===== src/qpd_map.svh =====
`ifndef QPD_MAP_SVH
`define QPD_MAP_SVH
// register byte addresses
`define CTRL_ADDR      12'h000
`define MAXPOS_ADDR    12'h004
`define POS_ADDR       12'h008
`define STAT_ADDR      12'h00c
`define VELCFG_ADDR    12'h010
`define VEL_ADDR       12'h014
`define RIS_ADDR       12'h018
`define MASK_ADDR      12'h01c
`define MIS_ADDR       12'h020
// control fields
`define CTRL_ENABLE    0
`define CTRL_BOTH      1
`define CTRL_RESET_IDX 2
`define CTRL_CLKDIR    3
`define CTRL_SWAP      4
`define CTRL_VEL_EN    5
`define CTRL_FILT_EN   6
`define CTRL_FILT_LSB  8
`define CTRL_FILT_W    4
// event bit positions
`define EV_ERROR       0
`define EV_DIR         1
`define EV_TIMER       2
`define EV_INDEX       3
`define FILT_BASE      5'd2
`define VEL_PERIOD_RST 32'h0000_0001
`define AXI_OKAY       2'b00
`define AXI_SLVERR     2'b10
`endif


===== src/qpd_pkg.sv =====
`default_nettype none
package qpd_pkg;
   typedef struct packed {
      logic a;
      logic b;
      logic idx;
   } enc_s;
   typedef struct packed {
      logic index;
      logic timer;
      logic dir;
      logic error;
   } events_s;
endpackage : qpd_pkg
`default_nettype wire


===== src/quadrature_position_decoder.sv =====
`timescale 1ns/10ps
`default_nettype none
`include "qpd_map.svh"
module quadrature_position_decoder
   import qpd_pkg::*;
#(
   parameter int POS_W = 32
) (
   input  wire logic        clock_in,
   input  wire logic        rst_in,
   input  wire logic        encoder_input_first_in,
   input  wire logic        encoder_input_second_in,
   input  wire logic        index_in,
   input  wire logic [11:0] s_axi_awaddr,
   input  wire logic        s_axi_awvalid,
   output logic             s_axi_awready,
   input  wire logic [31:0] s_axi_wdata,
   input  wire logic [3:0]  s_axi_wstrb,
   input  wire logic        s_axi_wvalid,
   output logic             s_axi_wready,
   output logic [1:0]       s_axi_bresp,
   output logic             s_axi_bvalid,
   input  wire logic        s_axi_bready,
   input  wire logic [11:0] s_axi_araddr,
   input  wire logic        s_axi_arvalid,
   output logic             s_axi_arready,
   output logic [31:0]      s_axi_rdata,
   output logic [1:0]       s_axi_rresp,
   output logic             s_axi_rvalid,
   input  wire logic        s_axi_rready,
   output logic             irq_out,
   output logic             direction_out,
   output logic             error_out
);
   // byte-enable merge, used by the ctrl, maxpos, position and velcfg registers; mask and interrupt status take byte 0 only
   function automatic logic [31:0] merge(input logic [31:0] old, input logic [31:0] nw,
                                         input logic [3:0] be);
      for (int i = 0; i < 4; i++) begin
         merge[i*8 +: 8] = be[i] ? nw[i*8 +: 8] : old[i*8 +: 8];
      end
   endfunction : merge

   // ---------------- register and pipeline state
   logic [31:0]      ctrl_reg, ctrl_next;
   logic [POS_W-1:0] maxpos_reg, maxpos_next;
   logic [POS_W-1:0] pos_reg, pos_next;
   logic [31:0]      velcfg_reg, velcfg_next;
   logic [31:0]      vel_reg, vel_next;
   logic [31:0]      velacc_reg, velacc_next;
   logic [31:0]      veltmr_reg, veltmr_next;
   logic [3:0]       ris_reg, ris_next;
   logic [3:0]       mask_reg, mask_next;
   logic             dir_reg, dir_next;
   logic             err_reg, err_next;
   enc_s             raw_reg, filt_reg, filt_next, prev_reg, prev_next;
   logic [4:0]       fcnt_reg, fcnt_next;
   logic             aw_reg, aw_next, w_reg, w_next;
   logic [11:0]      awaddr_reg, awaddr_next, araddr_reg, araddr_next;
   logic [31:0]      wdata_reg, wdata_next;
   logic [3:0]       wstrb_reg, wstrb_next;
   logic             bvalid_reg, bvalid_next, rvalid_reg, rvalid_next;
   logic             ar_reg, ar_next;
   logic [1:0]       bresp_reg, bresp_next, rresp_reg, rresp_next;
   logic [31:0]      rdata_reg, rdata_next;
   logic             irq_reg, irq_next;

   // ---------------- encoder datapath
   enc_s             in_sw, dec;
   logic             edge_a, edge_b, count_pulse, move_fwd, idx_rise;
   logic [4:0]       filt_len;
   events_s          ev;
   logic             do_write;
   logic [31:0]      wval;

   // swap before anything else touches the channels
   always_comb begin
      in_sw.a   = ctrl_reg[`CTRL_SWAP] ? raw_reg.b : raw_reg.a;
      in_sw.b   = ctrl_reg[`CTRL_SWAP] ? raw_reg.a : raw_reg.b;
      in_sw.idx = raw_reg.idx;
   end

   // glitch filter: a new level must hold for filt_len samples before it is taken
   always_comb begin
      filt_len  = `FILT_BASE + {1'b0, ctrl_reg[`CTRL_FILT_LSB +: `CTRL_FILT_W]};
      filt_next = filt_reg;
      fcnt_next = 5'd0;
      if (!ctrl_reg[`CTRL_FILT_EN]) begin
         filt_next = in_sw;
      end else if (in_sw != filt_reg) begin
         fcnt_next = fcnt_reg + 5'd1;
         if (fcnt_reg + 5'd1 >= filt_len) begin
            filt_next = in_sw;
            fcnt_next = 5'd0;
         end
      end
      dec       = filt_reg;
      prev_next = dec;
   end

   // edge detection and direction decode
   always_comb begin
      edge_a   = dec.a != prev_reg.a;
      edge_b   = dec.b != prev_reg.b;
      idx_rise = dec.idx & ~prev_reg.idx;
      if (ctrl_reg[`CTRL_CLKDIR]) begin
         count_pulse = edge_a & dec.a;
         move_fwd    = ~dec.b;
      end else begin
         count_pulse = ((edge_a ^ edge_b) & (ctrl_reg[`CTRL_BOTH] | edge_a));
         move_fwd    = edge_a ? (dec.a ^ dec.b) : ~(dec.a ^ dec.b);
      end
   end

   // position, direction, error, velocity
   always_comb begin
      pos_next    = pos_reg;
      dir_next    = dir_reg;
      err_next    = err_reg;
      vel_next    = vel_reg;
      velacc_next = velacc_reg;
      veltmr_next = veltmr_reg;
      ev          = '0;
      if (ctrl_reg[`CTRL_ENABLE]) begin
         if (!ctrl_reg[`CTRL_CLKDIR] && edge_a && edge_b) begin
            err_next = 1'b1;
            ev.error = 1'b1;
         end
         if (count_pulse) begin
            dir_next = move_fwd;
            ev.dir   = move_fwd != dir_reg;
            if (move_fwd) begin
               pos_next = (pos_reg >= maxpos_reg) ? '0 : pos_reg + POS_W'(1);
            end else begin
               pos_next = (pos_reg == '0) ? maxpos_reg : pos_reg - POS_W'(1);
            end
         end
         if (idx_rise) begin
            ev.index = 1'b1;
            if (ctrl_reg[`CTRL_RESET_IDX]) begin
               pos_next = (count_pulse ? move_fwd : dir_reg) ? '0 : maxpos_reg;
            end
         end
         if (ctrl_reg[`CTRL_VEL_EN]) begin
            velacc_next = velacc_reg + {31'd0, count_pulse};
            veltmr_next = veltmr_reg + 32'd1;
            if (veltmr_reg + 32'd1 >= velcfg_reg) begin
               vel_next    = velacc_next;
               velacc_next = '0;
               veltmr_next = '0;
               ev.timer    = 1'b1;
            end
         end
      end
      if (do_write && awaddr_reg == `POS_ADDR) begin
         pos_next = merge(pos_reg, wval, wstrb_reg);
      end
   end

   // ---------------- axi4-lite slave: address and data may arrive in either order
   always_comb begin
      aw_next     = aw_reg;
      w_next      = w_reg;
      awaddr_next = awaddr_reg;
      wdata_next  = wdata_reg;
      wstrb_next  = wstrb_reg;
      bvalid_next = bvalid_reg;
      bresp_next  = bresp_reg;
      if (s_axi_awvalid && !aw_reg) begin
         aw_next     = 1'b1;
         awaddr_next = s_axi_awaddr;
      end
      if (s_axi_wvalid && !w_reg) begin
         w_next     = 1'b1;
         wdata_next = s_axi_wdata;
         wstrb_next = s_axi_wstrb;
      end
      do_write = aw_reg && w_reg && !bvalid_reg;
      wval     = wdata_reg;
      if (do_write) begin
         aw_next     = 1'b0;
         w_next      = 1'b0;
         bvalid_next = 1'b1;
         unique case (awaddr_reg)
            `CTRL_ADDR, `MAXPOS_ADDR, `POS_ADDR, `VELCFG_ADDR, `RIS_ADDR,
            `MASK_ADDR: bresp_next = `AXI_OKAY;
            default:    bresp_next = `AXI_SLVERR;
         endcase
      end else if (bvalid_reg && s_axi_bready) begin
         bvalid_next = 1'b0;
      end
   end

   // writable configuration; interrupt status is write-one-to-clear, set wins
   always_comb begin
      ctrl_next   = ctrl_reg;
      maxpos_next = maxpos_reg;
      velcfg_next = velcfg_reg;
      mask_next   = mask_reg;
      ris_next    = ris_reg;
      if (do_write) begin
         unique case (awaddr_reg)
            `CTRL_ADDR:   ctrl_next   = merge(ctrl_reg, wval, wstrb_reg);
            `MAXPOS_ADDR: maxpos_next = merge(maxpos_reg, wval, wstrb_reg);
            `VELCFG_ADDR: velcfg_next = merge(velcfg_reg, wval, wstrb_reg);
            `MASK_ADDR:   mask_next   = wstrb_reg[0] ? wval[3:0] : mask_reg;
            `RIS_ADDR:    ris_next    = wstrb_reg[0] ? ris_reg & ~wval[3:0] : ris_reg;
            default:      ;
         endcase
      end
      ris_next = ris_next | ev;
      irq_next = |(ris_next & mask_next);
   end

   // read channel, answers one cycle after the address is taken
   always_comb begin
      ar_next     = 1'b0;
      araddr_next = araddr_reg;
      rvalid_next = rvalid_reg;
      rdata_next  = rdata_reg;
      rresp_next  = rresp_reg;
      if (s_axi_arvalid && !ar_reg && !rvalid_reg) begin
         ar_next     = 1'b1;
         araddr_next = s_axi_araddr;
      end
      if (ar_reg) begin
         rvalid_next = 1'b1;
         rresp_next  = `AXI_OKAY;
         unique case (araddr_reg)
            `CTRL_ADDR:   rdata_next = ctrl_reg;
            `MAXPOS_ADDR: rdata_next = maxpos_reg;
            `POS_ADDR:    rdata_next = pos_reg;
            `STAT_ADDR:   rdata_next = {30'd0, err_reg, dir_reg};
            `VELCFG_ADDR: rdata_next = velcfg_reg;
            `VEL_ADDR:    rdata_next = vel_reg;
            `RIS_ADDR:    rdata_next = {28'd0, ris_reg};
            `MASK_ADDR:   rdata_next = {28'd0, mask_reg};
            `MIS_ADDR:    rdata_next = {28'd0, ris_reg & mask_reg};
            default: begin
               rdata_next = '0;
               rresp_next = `AXI_SLVERR;
            end
         endcase
      end else if (rvalid_reg && s_axi_rready) begin
         rvalid_next = 1'b0;
      end
   end

   // all state registers; inputs sampled once before swap/filter
   always_ff @(posedge clock_in or posedge rst_in) begin
      if (rst_in) begin
         raw_reg <= '0; filt_reg <= '0; prev_reg <= '0; fcnt_reg <= '0;
         ctrl_reg <= '0; maxpos_reg <= '0; pos_reg <= '0;
         velcfg_reg <= `VEL_PERIOD_RST; vel_reg <= '0; velacc_reg <= '0; veltmr_reg <= '0;
         ris_reg <= '0; mask_reg <= '0; dir_reg <= 1'b1; err_reg <= 1'b0;
         aw_reg <= 1'b0; w_reg <= 1'b0; awaddr_reg <= '0; wdata_reg <= '0; wstrb_reg <= '0;
         bvalid_reg <= 1'b0; bresp_reg <= '0; ar_reg <= 1'b0; araddr_reg <= '0;
         rvalid_reg <= 1'b0; rdata_reg <= '0; rresp_reg <= '0; irq_reg <= 1'b0;
      end else begin
         raw_reg <= '{a: encoder_input_first_in, b: encoder_input_second_in, idx: index_in};
         filt_reg <= filt_next; prev_reg <= prev_next; fcnt_reg <= fcnt_next;
         ctrl_reg <= ctrl_next; maxpos_reg <= maxpos_next; pos_reg <= pos_next;
         velcfg_reg <= velcfg_next; vel_reg <= vel_next;
         velacc_reg <= velacc_next; veltmr_reg <= veltmr_next;
         ris_reg <= ris_next; mask_reg <= mask_next; dir_reg <= dir_next; err_reg <= err_next;
         aw_reg <= aw_next; w_reg <= w_next; awaddr_reg <= awaddr_next;
         wdata_reg <= wdata_next; wstrb_reg <= wstrb_next;
         bvalid_reg <= bvalid_next; bresp_reg <= bresp_next; ar_reg <= ar_next;
         araddr_reg <= araddr_next; rvalid_reg <= rvalid_next; rdata_reg <= rdata_next;
         rresp_reg <= rresp_next; irq_reg <= irq_next;
      end
   end

   // outputs straight from flops; ready held low while a slot is occupied
   assign s_axi_awready = ~aw_reg;
   assign s_axi_wready  = ~w_reg;
   assign s_axi_bvalid  = bvalid_reg;
   assign s_axi_bresp   = bresp_reg;
   assign s_axi_arready = ~ar_reg & ~rvalid_reg;
   assign s_axi_rvalid  = rvalid_reg;
   assign s_axi_rdata   = rdata_reg;
   assign s_axi_rresp   = rresp_reg;
   assign irq_out       = irq_reg;
   assign direction_out = dir_reg;
   assign error_out     = err_reg;

   // ---------------- checks
   property p_irq_masked;
      @(posedge clock_in) disable iff (rst_in) irq_out |-> |($past(ris_next & mask_next));
   endproperty
   a_irq_masked: assert property (p_irq_masked) else $error("irq without unmasked event");
   property p_err_sticky;
      @(posedge clock_in) disable iff (rst_in) $rose(error_out) |=> error_out [*4];
   endproperty
   a_err_sticky: assert property (p_err_sticky) else $error("error flag dropped");
   property p_dir_hold;
      @(posedge clock_in) disable iff (rst_in) !count_pulse |=> $stable(direction_out);
   endproperty
   a_dir_hold: assert property (p_dir_hold) else $error("direction changed at rest");
   property p_pos_bound;
      @(posedge clock_in) disable iff (rst_in)
         ctrl_reg[`CTRL_RESET_IDX] && $past(pos_reg <= maxpos_reg) && $stable(maxpos_reg)
         && !$past(do_write) |-> pos_reg <= maxpos_reg;
   endproperty
   a_pos_bound: assert property (p_pos_bound) else $error("position above maximum");
   property p_idx_rev;
      @(posedge clock_in) disable iff (rst_in)
         ctrl_reg[`CTRL_ENABLE] && ctrl_reg[`CTRL_RESET_IDX] && idx_rise && !count_pulse
         && !dir_reg && !do_write |=> pos_reg == $past(maxpos_reg);
   endproperty
   a_idx_rev: assert property (p_idx_rev) else $error("reverse index did not load maximum");
   property p_no_idx_reset;
      @(posedge clock_in) disable iff (rst_in)
         !ctrl_reg[`CTRL_RESET_IDX] && !count_pulse && !do_write |=> $stable(pos_reg);
   endproperty
   a_no_idx_reset: assert property (p_no_idx_reset) else $error("position moved with no edge");
   property p_mis;
      @(posedge clock_in) disable iff (rst_in) ##1 irq_out == |(ris_reg & mask_reg);
   endproperty
   a_mis: assert property (p_mis) else $error("interrupt differs from masked status");
   property p_clear_keep;
      @(posedge clock_in) disable iff (rst_in)
         do_write && awaddr_reg == `RIS_ADDR && wstrb_reg[0]
         |=> (($past(ris_reg & ~wval[3:0]) & ~ris_reg) == 4'h0)
             && ((ris_reg & $past(wval[3:0] & ~4'(ev))) == 4'h0);
   endproperty
   a_clear_keep: assert property (p_clear_keep) else $error("unselected event altered");
endmodule : quadrature_position_decoder
`default_nettype wire


===== config.mk =====
export PLATFORM = sky130hd
export DESIGN_NAME = quadrature_position_decoder
export DESIGN_NICKNAME = d
export VERILOG_FILES = /design/src/qpd_pkg.sv /design/src/quadrature_position_decoder.sv
export VERILOG_INCLUDE_DIRS = /design/src
export SDC_FILE = /design/constraint.sdc
export NUM_CORES = 1
export LEC_CHECK = 0
export BUFFER_PORTS_ARGS = -buffer_cell sky130_fd_sc_hd__buf_2
export CORE_AREA = 2 2 246 248
export CTS_BUF_LIST = sky130_fd_sc_hd__clkbuf_4 sky130_fd_sc_hd__clkbuf_8 sky130_fd_sc_hd__clkbuf_16
export CTS_CLUSTER_SIZE = 8
export DETAILED_ROUTE_END_ITERATION = 12
export DIE_AREA = 0 0 248 250
export PLACE_DENSITY = 0.56
export SLEW_MARGIN = 15
export SYNTH_ARGS = -nofsm -noshare
export SYNTH_HDL_FRONTEND = slang
export SYNTH_SLANG_ARGS = --single-unit

===== constraint.sdc =====
create_clock -name clock_in -period 25.3 [get_ports clock_in]
set_input_delay 0 -clock clock_in [delete_from_list [all_inputs] [get_ports clock_in]]
set_output_delay 0 -clock clock_in [all_outputs]
set_load 0.02 [all_outputs]

# == After elaboration in Yosys (flattened, before gate mapping) ==
# Index checks and enable logic that the tools add are counted.
# op_classes
n_addsub,6
n_lt_le_gt_ge,3
eq_ne,23
n_mux,51
n_bitwise,19
reduce_logical,48
# ops
operator,n
$mux 32,11
$pmux 32 s9,1
$eq 12x5->1 const B,7
$add 32x1->32 const B,2
$ge 32x32->1,2
$reduce_and 3->1,13
$eq 12x4->1 const B,3
$add 32x1->32,1
$logic_not 32->1,1
$mux 8,4
$sub 32x1->32 const B,1
$mux 4,7
$eq 12x3->1 const B,2
$logic_not 12->1,2
$mux 1,20
$mux 5,3
$reduce_and 2->1,7
$and 4x4->4,3
$eq 12x6->1 const B,1
$logic_and 1x1->1,11
$reduce_bool 2->1,5
$mux 3,3
$reduce_or 9->1,1
$ne 2x2->1 const B,4
16 further kinds,35
# word_totals
ff_bits,350
in_bits,70
out_inout_bits,44
elab_cells,196

# == Longest topological paths before layout ==
# Gate-level depths: netlist (run 1).
# logic_depth
ltp_word,10
ltp_mapped,18
mapped_depth_nobuf,16

# == Worst setup path after synthesis (run 1) ==
# OpenSTA, ideal clock, no wires.
# synth_path
path_type,register -> register
startpoint,register veltmr_reg[0]
endpoint,register velacc_reg[31]
setup_time_ns,0.121
t_arrival_ns,3.885
required_ns,25.179
slack_ns,21.294
path_stages_with_launch,19
n_path_buf,2
synth_period_minus_slack_ns,4.006
cell_sequence,dfrtp_1 > ha_1 > and2_1 > nand4_1 > or3_1 > nor2_1 > and3_1 > xor2_1 > ha_1 > nand4_1 > nor2_1 > and3_1 > nand4_1 > a311o_1 > and2_0 > clkbuf_1 > clkbuf_1 > a21o_1 > a22o_1
# synth_between
elab_chain_cells,3
# synth_lines
element,line_no,source
start: declaration,quadrature_position_decoder.sv:50,"logic [31:0] veltmr_reg, veltmr_next;"
start signal: assignment,quadrature_position_decoder.sv:263,velacc_reg <= velacc_next; veltmr_reg <= veltmr_next;
$add 32x1->32,quadrature_position_decoder.sv:146,if (veltmr_reg + 32'd1 >= velcfg_reg) begin
$ge 32x32->1,quadrature_position_decoder.sv:146,
$mux 32,quadrature_position_decoder.sv:146,
end signal: assignment,quadrature_position_decoder.sv:263,
end: declaration,quadrature_position_decoder.sv:49,"logic [31:0] velacc_reg, velacc_next;"
# No other way between the ends.
# A chain may end at the register's enable or synchronous reset.

# == Worst setup path in the final report (run 1) ==
# layout_path
startpoint,register veltmr_reg[0]
endpoint,register vel_reg[0]
# layout_between
elab_chain_cells,3
# layout_lines
element,line_no,source
$add 32x1->32,quadrature_position_decoder.sv:146,
$ge 32x32->1,quadrature_position_decoder.sv:146,
$reduce_and 3->1 (no source line),--,
end signal: assignment,quadrature_position_decoder.sv:262,velcfg_reg <= velcfg_next; vel_reg <= vel_next;
end: declaration,quadrature_position_decoder.sv:48,"logic [31:0] vel_reg, vel_next;"
# No other way between the ends.

==> results of run 1 <==
layout make-up:
type | instances | share of cell area
clock buffer | 67 | 0.0603
inverter | 90 | 0.0148
sequential | 348 | 0.373
clock inverter | 2 | 0.000589
multi-input combinational | 1587 | 0.447
tap | 782 | 0.0419
timing repair buffer | 209 | 0.0628
per-layer routing:
layer | up-vias | share of wire
li1 | 8072 | -
met1 | 8695 | 0.44
met2 | 625 | 0.46
met3 | 119 | 0.064
met4 | 0 | 0.035
met5 | - | 0
report_power, final:
| part | leakage, nW | internal (mW) | switching, mW |
|---|---|---|---|
| Sequential | 4.61 | 0.641 | 0.149 |
| Combinational | 4.77 | 0.340 | 0.584 |
| Clock | 0.716 | 0.381 | 0.248 |
synthesized netlist by cell type, drive strengths merged, types with 4 or more instances:
| cell type | count | area share |
|---|---|---|
| nand2b | 9 | 0.0028 |
| or2 | 7 | 0.0022 |
| mux2 | 108 | 0.061 |
| a222oi | 32 | 0.016 |
| a22oi | 36 | 0.014 |
| and4 | 10 | 0.0044 |
| mux2i | 17 | 0.0085 |
| xnor2 | 56 | 0.025 |
| nor2b | 18 | 0.0056 |
| xor2 | 38 | 0.017 |
| and2 | 24 | 0.0075 |
| a31o | 7 | 0.0031 |
| and3 | 39 | 0.012 |
| nand2 | 241 | 0.045 |
| nor3 | 43 | 0.011 |
| a41oi | 6 | 0.0026 |
| a22o | 36 | 0.016 |
| or4 | 8 | 0.0034 |
| o31ai | 19 | 0.0074 |
| nand4 | 25 | 0.0081 |
| dfrtp | 346 | 0.43 |
| o211ai | 14 | 0.0053 |
| a21oi | 102 | 0.026 |
| a21o | 33 | 0.012 |
| buf | 24 | 0.0070 |
| o21ai | 155 | 0.039 |
| inv | 90 | 0.017 |
| a221oi | 18 | 0.0079 |
| a211o | 4 | 0.0018 |
| nor2 | 179 | 0.034 |
| clkbuf | 116 | 0.022 |
| nand3 | 81 | 0.020 |
| nor4 | 21 | 0.0081 |
| nand3b | 5 | 0.0019 |
| o22ai | 7 | 0.0022 |
| ha | 78 | 0.049 |
| a211oi | 20 | 0.0075 |
| or3 | 6 | 0.0019 |
| a31oi | 48 | 0.015 |
worst min-delay path by stage:
| stage | startpoint | endpoint | slack [ns] | cells past startpoint |
|---|---|---|---|---|
| finish | encoder_input_first_in | raw_reg[2] | 0.08 | 2 |
| global placement | index_in | in_sw[0] | 0.11 | 1 |
| detailed placement | index_in | in_sw[0] | 0.12 | 1 |
| CTS | encoder_input_second_in | raw_reg[1] | 0.04 | 2 |
| floorplan | index_in | in_sw[0] | 0.03 | 0 |
| global route | encoder_input_second_in | raw_reg[1] | 0.09 | 2 |
layout by cell type (no fill, tap or decap), types with 21 or more instances in the layout:
cell,instances
a222oi_1,32
nand4_1,24
a22o_1,36
a31oi_1,48
and3_1,37
inv_1,89
dfrtp_1,345
nor3_1,40
nand2_1,241
ha_1,78
o21ai_0,152
a21oi_1,101
mux2_2,108
a21o_1,33
clkbuf_16,51
nand3_1,81
a22oi_1,36
xor2_1,38
buf_4,28
nor2_1,177
and2_1,21
dlygate4sd3_1,69
xnor2_1,56
buf_2,111
worst register-to-register path, stage by stage (launching register included):
cell     delay, ns
dfrtp_1       0.46
ha_1          0.27
and2_1        0.19
nand4_1       0.28
or3_1         0.53
nor2_1        0.27
and3_1        0.25
xor2_1        0.09
ha_1          0.29
nand4_1       0.11
nor2_1        0.16
and3_1        0.21
nand4_1       0.11
a311o_1       0.40
a21oi_4       0.54
buf_4         0.56
mux2_2        0.40
cell families after synthesis:
group	share of synthesized area
multiplexers	0.0693
other	0.000187
adder cells (fa/ha/maj)	0.0488
flip-flops	0.435
AO/OA/AOI/OAI	0.187
AND/OR/NAND/NOR	0.173
buffers and inverters	0.0458
XOR/XNOR	0.0411
metrics by stage:
stage / hold slack, ns / cells
floorplan: 0.0314 / 2165
global placement: 0.113 / 2947
detailed placement: 0.115 / 2947
CTS: 0.0388 / 3085
global route: 0.0869 / 3085
finish: 0.0796 / 3085
timing repair:
| action | in CTS | in global routing |
|---|---|---|
| setup buffers | 0 | 0 |
| hold buffers | 69 | 0 |
| hold endpoints to repair | 194 | 0 |
| gates resized for setup | 0 | 0 |
==> metrics.md, run 1 <==
| Metric | Value |
|---|---|
| Outcome | finished, final reports clean |
| Period utilisation layout | 0.207 |
| RSZ-0062 raised after global routing | false |
| Core area | just under 60000 um2 |
| Leak | approximately 10 nW |
| Largest net degree at the start of global routing | 130 |
| Area grow syn2layout | 16.8% |
| Crit path capture | vel_reg[0] |
| Worst-skew pair later-pin latency | 0.59 ns |
| Cell area after layout | between 20000 and 25000 um2 |
| # DRC | 0 |
| Full die area | 62000 um2 |
| CP required | 25.75 ns |
| Die height | 250 um |
| Synth warn | 0 |
| Gr busiest metal | met2 |
| Register Area | just under 9000 um2 |
| Layout fillers | approximately 5900 |
| Critical path endpoint category | flop |
| Synth Register Bits | 348 |
| Final core occ | 0.392 |
| Initial Utilization | 0.336 |
| R2r startpoint | veltmr_reg[0] |
| FMAX | 191 MHz |
| FP Rows | 90 |
| # setup viols final | 0 |
| CP Class | reg -> reg |
| Total GRT Usage | 0.217 |
| Post-DP HPWL | 46.5 mm |
| H-Tree Depth | 2 |
| EDFF count, synth | 0 |
| CTS tree | done |
| TritonCTS Buffers | 50 |
| WP data arrival | 5.70 ns |
| Final Max Tran Viols | 0 |
| Minimum clock period | 5.25 ns |
| CTS sink count | 348 |
| Met1 Use GR | 0.297 |
| VDD IR max | roughly 110 uV |
| Vias in the first global route | 17446 |
| Share of cells above drive strength 1 | 0.155 |
| Register area share after synthesis | 0.435 |
| Port Buffers | 111 |
| CP max FO | 43 |
| Skew final | 0.0227 ns |
| DRT iter0 DRCs | 1611 |
| Routed Antenna Nets | 0 |
| Least-Margin Pin Slew | 1.15 ns |
| Rel. slew slack | 0.235 |
| # diodes | 0 |
| Layout net count | 2434 |
| Max-cap viol count | 0 |
| Crit path cell chain | ha_1 -> and2_1 -> nand4_1 -> or3_1 -> nor2_1 -> and3_1 -> xor2_1 -> ha_1 -> nand4_1 -> nor2_1 -> and3_1 -> nand4_1 -> a311o_1 -> a21oi_4 -> buf_4 -> mux2_2 |
| Power Dens Cells | 100 nW/um2 |
| CTS max path bufs | 3 |
| Synth Instances | approximately 2200 |
| Critical path launch point type | flop |
| Min-delay worst type | in -> reg |
| GR Util met2 | 0.347 |
| WP depth | 16 |
| Clock transition at path regs | around 0.05 ns |
| Final-report hold violation count | 0 |
| Final worst setup slack | 20.05 ns |
| Via density | 5.68 |
| CP top delay family | simple AND/OR/NAND/NOR gates |
| Synth Cell Area | roughly 20000 um2 |
| Placed cell area | 21200 um2 |
| Syn_area_per_cell | 9.25 um2 |
| Die X | 248 um |
| Reg-to-reg setup timing slack | 20.05 ns |
| Via count | 17511 |
| Synth unique cells | 75 |
| R2R cell count | 16 |
| CP max-delay cell | buf_4 |
| Setup tns final | 0 ns |
| Combined area of the multi-input logic cells | about 10000 um2 |
| I/O Pins | 114 |
| Clock root cell | clkbuf_16 |
| Crit-path max cell delay | about 0.56 ns |
| GR Layer Usage met3 | 0.0302 |
| Detailed Route WL | between 60 and 70 mm |
| GRT overflow | 0 |
| Worst setup path startpoint | veltmr_reg[0] |
| DR pass1 iterations | 8 |
| Overall power | 2.34 mW |
| R2r endpoint | vel_reg[0] |
| Main flop type after synthesis | dfrtp_1 |
| Asr flop ratio synth | 1.00 |
| Initial antenna violation count | 0 |
| Most used cell, CP | nand4_1 |
| Gpl congestion | 0.903 |
| First-pass GRT wire length | between 100 and 150 mm |
| Post-DR wirelength/cell | between 20 and 25 um |
| Post-place setup slack | 19.86 ns |
| Worst Path Buf+Inv | 1 |
No activity file was read; power rests on OpenSTA's default activity.
==> run 2, diff against run 1 <==
ABC_AREA = 1   (was unset)
CORE_AREA = 2 2 251 253   (was 2 2 246 248)
DIE_AREA = 0 0 253 255   (was 0 0 248 250)
clock period = 5.3 ns   (was 25.3 ns; I/O delays follow)
==> run 2 against run 1 <==
Core utilization down 0.19 points. Clock skew up 0.0022 ns. Largest power group unchanged. Flip-flop and latch count unchanged. Highest routed layer unchanged. Sequential share of layout area down 1.4 points. First-iteration DRC count up 2.8%. Global-route usage up 0.38 points.
==> metrics.md, run 2 <==
| Metric | Value |
|---|---|
| # setup viols final | 0 (unchanged) |
| Gpl congestion | 0.979 (+8.4%) |
| Post-DP HPWL | 52.2 mm (+12%) |
| DRT iter0 DRCs | 1656 (+2.8%) |
| Asr flop ratio synth | 1.00 (unchanged) |
| Register area share after synthesis | 0.419 (-0.0164) |
| EDFF count, synth | 0 (unchanged) |
| Commonest non-fill, non-tap cell in the layout | nand2_1 |
| Count leader, synth | nand2_1 |
| FP Rows | 92 (+2.2%) |
| CP required | 5.73 ns (-20.02 ns) |
| Synth Instances | 2751 (+27%) |
| Synth Cell Area | 20800 um2 (+3.9%) |
| CTS tree | done |
| # DRC | 0 (unchanged) |
| CTS max path bufs | 3 (unchanged) |
| Full die area | 64500 um2 (+4.1%) |
| DR pass1 iterations | 6 (-2) |
| Via count | 19300 (+10%) |
| Largest net degree at the start of global routing | 148 (+14%) |
| Vias in the first global route | 18692 (+7.1%) |
| Final-report hold violation count | 0 (unchanged) |
| Total GRT Usage | 0.221 (+0.00381) |
| Crit path cell chain | ha_1 -> inv_1 -> nor3_2 -> inv_1 -> nor4_1 -> nand2_1 -> xor2_1 -> inv_1 -> ha_1 -> nand2_1 -> inv_1 -> nand3_1 -> inv_1 -> nand2_1 -> nor4_1 -> nand4_1 -> nand3_1 -> nor2_1 -> buf_4 -> inv_2 -> buf_12 -> o22ai_1 |
| Port Buffers | 111 (unchanged) |
| Layout fillers | 6510 (+11%) |
| Most area-hungry cell type in the Yosys netlist | dfrtp_1 |
| Outcome | finished, final reports clean |
| Clock root cell | clkbuf_16 |
| CP Class | reg -> reg |
| Clock transition at path regs | 0.05 ns (about the same) |
| Initial Utilization | 0.335 (-0.00138) |
| Non-Filler Instances | 3714 (+20%) |
| Hold path depth | 2 (unchanged) |
| GRT overflow | 0 (unchanged) |
| R2R cell count | 22 (+6) |
| VDD IR max | 414 uV (+280%) |
| Period utilisation layout | 0.866 (+0.658) |
| Detailed Route WL | 71.1 mm (+5.4%) |
| Synth top area share | 0.416 (-0.0163) |
| H-Tree Depth | 2 (unchanged) |
| I/O Pins | 114 (unchanged) |
| Critical path launch point type | flop |
| TritonCTS Buffers | 50 (unchanged) |
| WP data arrival | 5.01 ns (-0.69 ns) |
| Area grow syn2layout | 16.7% (about the same) |
| Minimum clock period | 4.59 ns (-0.658 ns) |
| Hold endpoint | raw_reg[1] |
| Overall power | 11.6 mW (+390%) |
| Cell Count Post-Placement | 3574 (+21%) |
| Layout net count | 3049 (+25%) |
| Most frequent cells in the layout | nand2_1, dfrtp_1, inv_1 |
| Cell area after layout | 24300 um2 (+3.8%) |
| Critical path endpoint category | flop |
| Power Dens Cells | 476 nW/um2 (+370%) |
| CTS sink count | 348 (unchanged) |
| Crit-path max cell delay | 0.48 ns (-0.08 ns) |
| Post-DR wirelength/cell | 19.1 um (-12%) |
| Rel. slew slack | 0.366 (+0.131) |
| Die height | 255 um (+2.0%) |
| Most used cell, CP | inv_1 |
| R2r startpoint | veltmr_reg[0] |
| First-pass GRT wire length | 110 mm (+5.4%) |
| Synth Register Bits | 348 (unchanged) |
| FMAX | 218 MHz (+14%) |
| Core area | 62200 um2 (+4.3%) |
| CP max FO | 28 (-35%) |
| Commonest cells in the netlist | nand2_1, dfrtp_1, inv_1 |
| Routed Antenna Nets | 0 (unchanged) |
| Synth warn | 0 (unchanged) |
| Least-Margin Pin Slew | 0.950 ns (-0.196 ns) |
| Max-cap viol count | 0 (unchanged) |
| RSZ-0062 raised after global routing | false |
| Hold Path Origin | encoder_input_second_in |
| Skew final | 0.0249 ns (+0.00223 ns) |
| Setup Buffers After CTS | 0 (unchanged) |
| Placed cell area | 22100 um2 (+4.0%) |
| # diodes | 0 (unchanged) |
| Min-delay worst type | in -> reg |
| Initial antenna violation count | 0 (unchanged) |
| Leak | 11.4 nW (+13%) |
| Synth top area cells | dfrtp_1, nand2_1, inv_1, a21oi_1, o21ai_0 |
| Final Max Tran Viols | 0 (unchanged) |
| Share of cells above drive strength 1 | 0.0971 (-0.0584) |
| Setup tns final | 0 ns (unchanged) |
| Synth unique cells | 58 (-23%) |
| Main flop type after synthesis | dfrtp_1 |
| Worst-skew pair later-pin latency | 0.59 ns (about the same) |
| CP max-delay cell | nor4_1 |
| Syn_area_per_cell | 7.56 um2 (-18%) |
| Reg-to-reg setup timing slack | 0.71 ns (-19.34 ns) |
| Die X | 253 um (+2.0%) |
| R2r endpoint | velacc_reg[12] |
| Via density | 5.20 (-8.4%) |
| Min Hold Slack | 0.0728 ns (-0.00684 ns) |
[run 2: changes by cell type in the layout (fill, tap and decap cells not counted), moves of 24 or more]
| cell | delta |
|---|---|
| a222oi_1 | -32 |
| nor2_1 | +71 |
| o21ai_0 | +88 |
| a31oi_1 | -24 |
| a21oi_1 | +139 |
| xor2_1 | +60 |
| a22oi_1 | -35 |
| and3_1 | -36 |
| inv_1 | +232 |
| xnor2_1 | -52 |
| nand2_1 | +372 |
| a22o_1 | -34 |
| mux2_2 | -99 |
| o22ai_1 | +65 |
[run 2: worst max-delay path by stage]
stage / cells after the start / start / slack, ns / end
5_1_grt: 22 / veltmr_reg[0] / 0.17 / velacc_reg[12]
6_report: 22 / veltmr_reg[0] / 0.71 / velacc_reg[12]
2_1_floorplan: 1 / rst_in / 0.64 / ar_reg
4_1_cts: 22 / veltmr_reg[0] / 0.68 / velacc_reg[12]
3_5_place_dp: 22 / veltmr_reg[0] / 0.73 / velacc_reg[12]
3_3_place_gp: 22 / veltmr_reg[0] / 0.91 / veltmr_reg[12]
[run 2: critical path, delay by kind of cell (launching register included)]
kind | cells | cell delay [ns]
buffers and inverters | 8 | 1.27
XOR/XNOR | 1 | 0.18
adder cells (fa/ha/maj) | 2 | 0.55
flip-flops | 1 | 0.47
AO/OA/AOI/OAI | 1 | 0.10
AND/OR/NAND/NOR | 10 | 1.83
[run 2: area by class of cell]
| class | count | area (um2) | share of cell area |
|---|---|---|---|
| sequential | 348 | 8710 | 0.359 |
| timing repair buffer | 207 | 1500 | 0.0618 |
| clock inverter | 3 | 76.3 | 0.00314 |
| tap | 799 | 1000 | 0.0412 |
| inverter | 335 | 1260 | 0.0520 |
| multi-input combinational | 1959 | 10400 | 0.427 |
| clock buffer | 63 | 1360 | 0.0558 |
[run 2: per-layer routing]
layer,part of all wire,GRT usage,wire [um]
met5,0,0,0
met3,0.049,0.0225,3500
met2,0.47,0.367,33100
met1,0.45,0.302,32300
met4,0.031,0.0756,2230
[run 2: per-stage QoR]
| step | util | worst slack (ns) |
|---|---|---|
| 6_report | 0.390 | 0.712 |
| 5_1_grt | 0.390 | 0.168 |
| 3_3_place_gp | 0.355 | 0.909 |
| 4_1_cts | 0.390 | 0.680 |
| 3_5_place_dp | 0.355 | 0.727 |
| 2_1_floorplan | - | 0.643 |
[run 2: what timing repair did]
item / CTS / global route
resized for setup: 0 / 0
hold endpoints to repair: 92 / 0
hold buffers: 74 / 0
[run 2: cells by family (layout without fill, tap and decap cells)]
| logic type | after synthesis | in the layout | synth area share |
|---|---|---|---|
| simple gates | 1116 | 1116 | 0.231 |
| compound gates | 652 | 652 | 0.171 |
| buf+inv | 445 | 608 | 0.0839 |
| flops | 348 | 348 | 0.419 |
| xor+xnor | 102 | 102 | 0.0430 |
| fa+ha+maj | 78 | 78 | 0.0469 |
| mux | 9 | 9 | 0.00487 |
| other cells | 1 | 2 | 0.000180 |
[run 2: power breakdown]
group	total (mW)	internal (mW)	switching [mW]
logic	5.20	1.53	3.66
registers	3.32	2.98	0.343
clock network	3.03	1.86	1.18
total	11.6	6.37	5.19
==> run 3, diff against run 2 <==
PLACE_DENSITY = 0.58   (was 0.56)
clock period = 4.22 ns   (was 5.3 ns; I/O delays follow)
==> run 3 against run 2 <==
Core utilization is 0.22 points higher. Via count hardly changed. Setup slack worse by 0.37 ns. Final cell count is 0.40% higher. First-iteration DRC count is 1.2% lower. Hold slack worse by 0.017 ns. Wire length is 1.8% lower. Global-route usage is 0.35 points lower. Clock power is 23% higher. Maximum frequency is 18% higher. Non-clock buffer count is 14 higher. Combinational power is 27% higher. Critical endpoint is now veltmr_reg[22].
==> metrics.md, run 3 (same netlist as run 2, synthesis figures left out) <==
| Metric | Value |
|---|---|
| TritonCTS Buffers | 50 (unchanged) |
| Power Dens Cells | 593 nW/um2 (+25%) |
| H-Tree Depth | 2 (unchanged) |
| Outcome | finished, final reports clean |
| Crit-path max cell delay | 0.40 ns (-0.08 ns) |
| CP max-delay cell | nor4_1 |
| Final core occ | 0.393 (+0.00221) |
| CP max FO | 26 (-7.1%) |
| DR pass1 iterations | 7 (+1) |
| Clock root cell | clkbuf_16 |
| Via density | 5.18 (-0.34%) |
| Skew final | 0.0224 ns (-0.00253 ns) |
| Setup Buffers After CTS | 0 (unchanged) |
| DRT iter0 DRCs | 1636 (-1.2%) |
| Initial antenna violation count | 1 (+1) |
| Post-DR wirelength/cell | 18.7 um (-2.2%) |
| CP required | 4.67 ns (-1.06 ns) |
| Gpl congestion | 0.954 (-2.5%) |
| Share of cells above drive strength 1 | 0.103 (+0.00565) |
| Initial Utilization | 0.335 (unchanged) |
| Final-report hold violation count | 0 (unchanged) |
| Most used cell, CP | nand2_1 |
| Crit path cell chain | clkinv_1 -> nor4_2 -> nand3_1 -> nor4_1 -> nand2_1 -> nand2_1 -> inv_1 -> ha_1 -> nand2_1 -> nor2_1 -> nand2_1 -> nor4_2 -> nand4_1 -> nand3_1 -> nor2_1 -> inv_2 -> buf_4 -> o21ai_0 |
| RSZ-0062 raised after global routing | false |
| Port Buffers | 111 (unchanged) |
| CTS tree | done |
| Min-delay worst type | in -> reg |
| Final worst setup slack | 0.345 ns (-0.367 ns) |
| Least-Margin Pin Slew | 0.916 ns (-0.0341 ns) |
| Die height | 255 um (unchanged) |
| Via count | 19312 (+0.062%) |
| R2r startpoint | veltmr_reg[4] |
| WP data arrival | 4.32 ns (-0.69 ns) |
| Die X | 253 um (unchanged) |
| FMAX | 258 MHz (+18%) |
| FP Rows | 92 (unchanged) |
| Critical path launch point type | flop |
| CTS sink count | 348 (unchanged) |
| Detailed Route WL | 69.8 mm (-1.8%) |
| Full die area | 64500 um2 (unchanged) |
| Final Max Tran Viols | 0 (unchanged) |
| Critical path endpoint category | flop |
| Most frequent cells in the layout | nand2_1, dfrtp_1, inv_1 |
| Period utilisation layout | 0.918 (+0.0525) |
| Worst-skew pair later-pin latency | 0.59 ns (about the same) |
| Leak | 11.4 nW (+0.57%) |
| Post-DP HPWL | 51.9 mm (-0.59%) |
| Overall power | 14.5 mW (+25%) |
| # setup viols final | 0 (unchanged) |
| VDD IR max | 830 uV (+100%) |
| I/O Pins | 114 (unchanged) |
| Routed Antenna Nets | 0 (unchanged) |
| Commonest non-fill, non-tap cell in the layout | nand2_1 |
| Total GRT Usage | 0.218 (-0.00350) |
| CTS max path bufs | 3 (unchanged) |
| Minimum clock period | 3.87 ns (-0.713 ns) |
| Layout net count | 3063 (+0.46%) |
| # DRC | 0 (unchanged) |
| # diodes | 0 (unchanged) |
| Max-cap viol count | 0 (unchanged) |
| Rel. slew slack | 0.389 (+0.0228) |
| GRT overflow | 0 (unchanged) |
| Clock transition at path regs | 0.05 ns (about the same) |
| Largest net degree at the start of global routing | 101 (-32%) |
| Area grow syn2layout | 17.4% |
| Post-place setup slack | 0.180 ns (-0.548 ns) |
| First-pass GRT wire length | 109 mm (-0.91%) |
| Worst setup path startpoint | veltmr_reg[4] |
| CP Class | reg -> reg |
| Hold Path Origin | index_in |
| Core area | 62200 um2 (unchanged) |
| Vias in the first global route | 18853 (+0.86%) |
run 3: power by group:
| group | internal, mW | switching [mW] |
|---|---|---|
| Clock | 2.25 | 1.49 |
| Combinational | 2.01 | 4.57 |
| Sequential | 3.74 | 0.420 |
| Total | 7.99 | 6.48 |
run 3: metal layers:
metal | global-route usage | vias up | part of all wire
li1 | - | 9379 | -
met1 | 0.297 | 9264 | 0.45
met2 | 0.361 | 546 | 0.47
met3 | 0.0266 | 123 | 0.054
met4 | 0.0664 | 0 | 0.030
met5 | 0 | - | 0
run 3: repair_timing:
action,4_1_cts,5_1_grt
endpoints found under the hold margin,105,7
resized for setup,0,5
hold buffers,74,1
endpoints found under the setup margin,0,98
run 3: layout make-up:
type	count	area [um2]
clock buffer	63	1370
clock inverter	4	42.5
fill	6449	37800
inverter	335	1260
multi-input combinational	1959	10400
sequential	348	8710
tap	799	1000
timing repair buffer	221	1630
run 3: through the flow:
step / instances / cell area (um2) / TNS, ns / hold WS [ns]
detailed placement: 3586 / 22200 / 0 / 0.115
CTS: 3727 / 24300 / 0 / 0.0399
global route: 3729 / 24400 / 0 / 0.0609
global placement: 3586 / 22200 / 0 / 0.118
finish: 3729 / 24400 / 0 / 0.0556
floorplan: 2752 / 20800 / -151.13 / 0.0314
run 3: critical path: cells and delay by family (launching register included):
family                   cells  cell delay, ns
AND/OR/NAND/NOR             12            2.26
buffers and inverters        4            0.68
flip-flops                   1            0.33
adder cells (fa/ha/maj)      1            0.28
AO/OA/AOI/OAI                1            0.14
run 3: worst paths after layout:
path                                   to  slack [ns]  depth (start not counted)
max                        veltmr_reg[22]        0.35                         18
min                              in_sw[0]        0.06                          2
max reg2reg                veltmr_reg[22]        0.35                         18
min reg2reg                   prev_reg[0]        0.43                          0
max in group asynchronous   wdata_reg[28]        2.60                          6
min in group asynchronous   araddr_reg[4]        0.50                          4
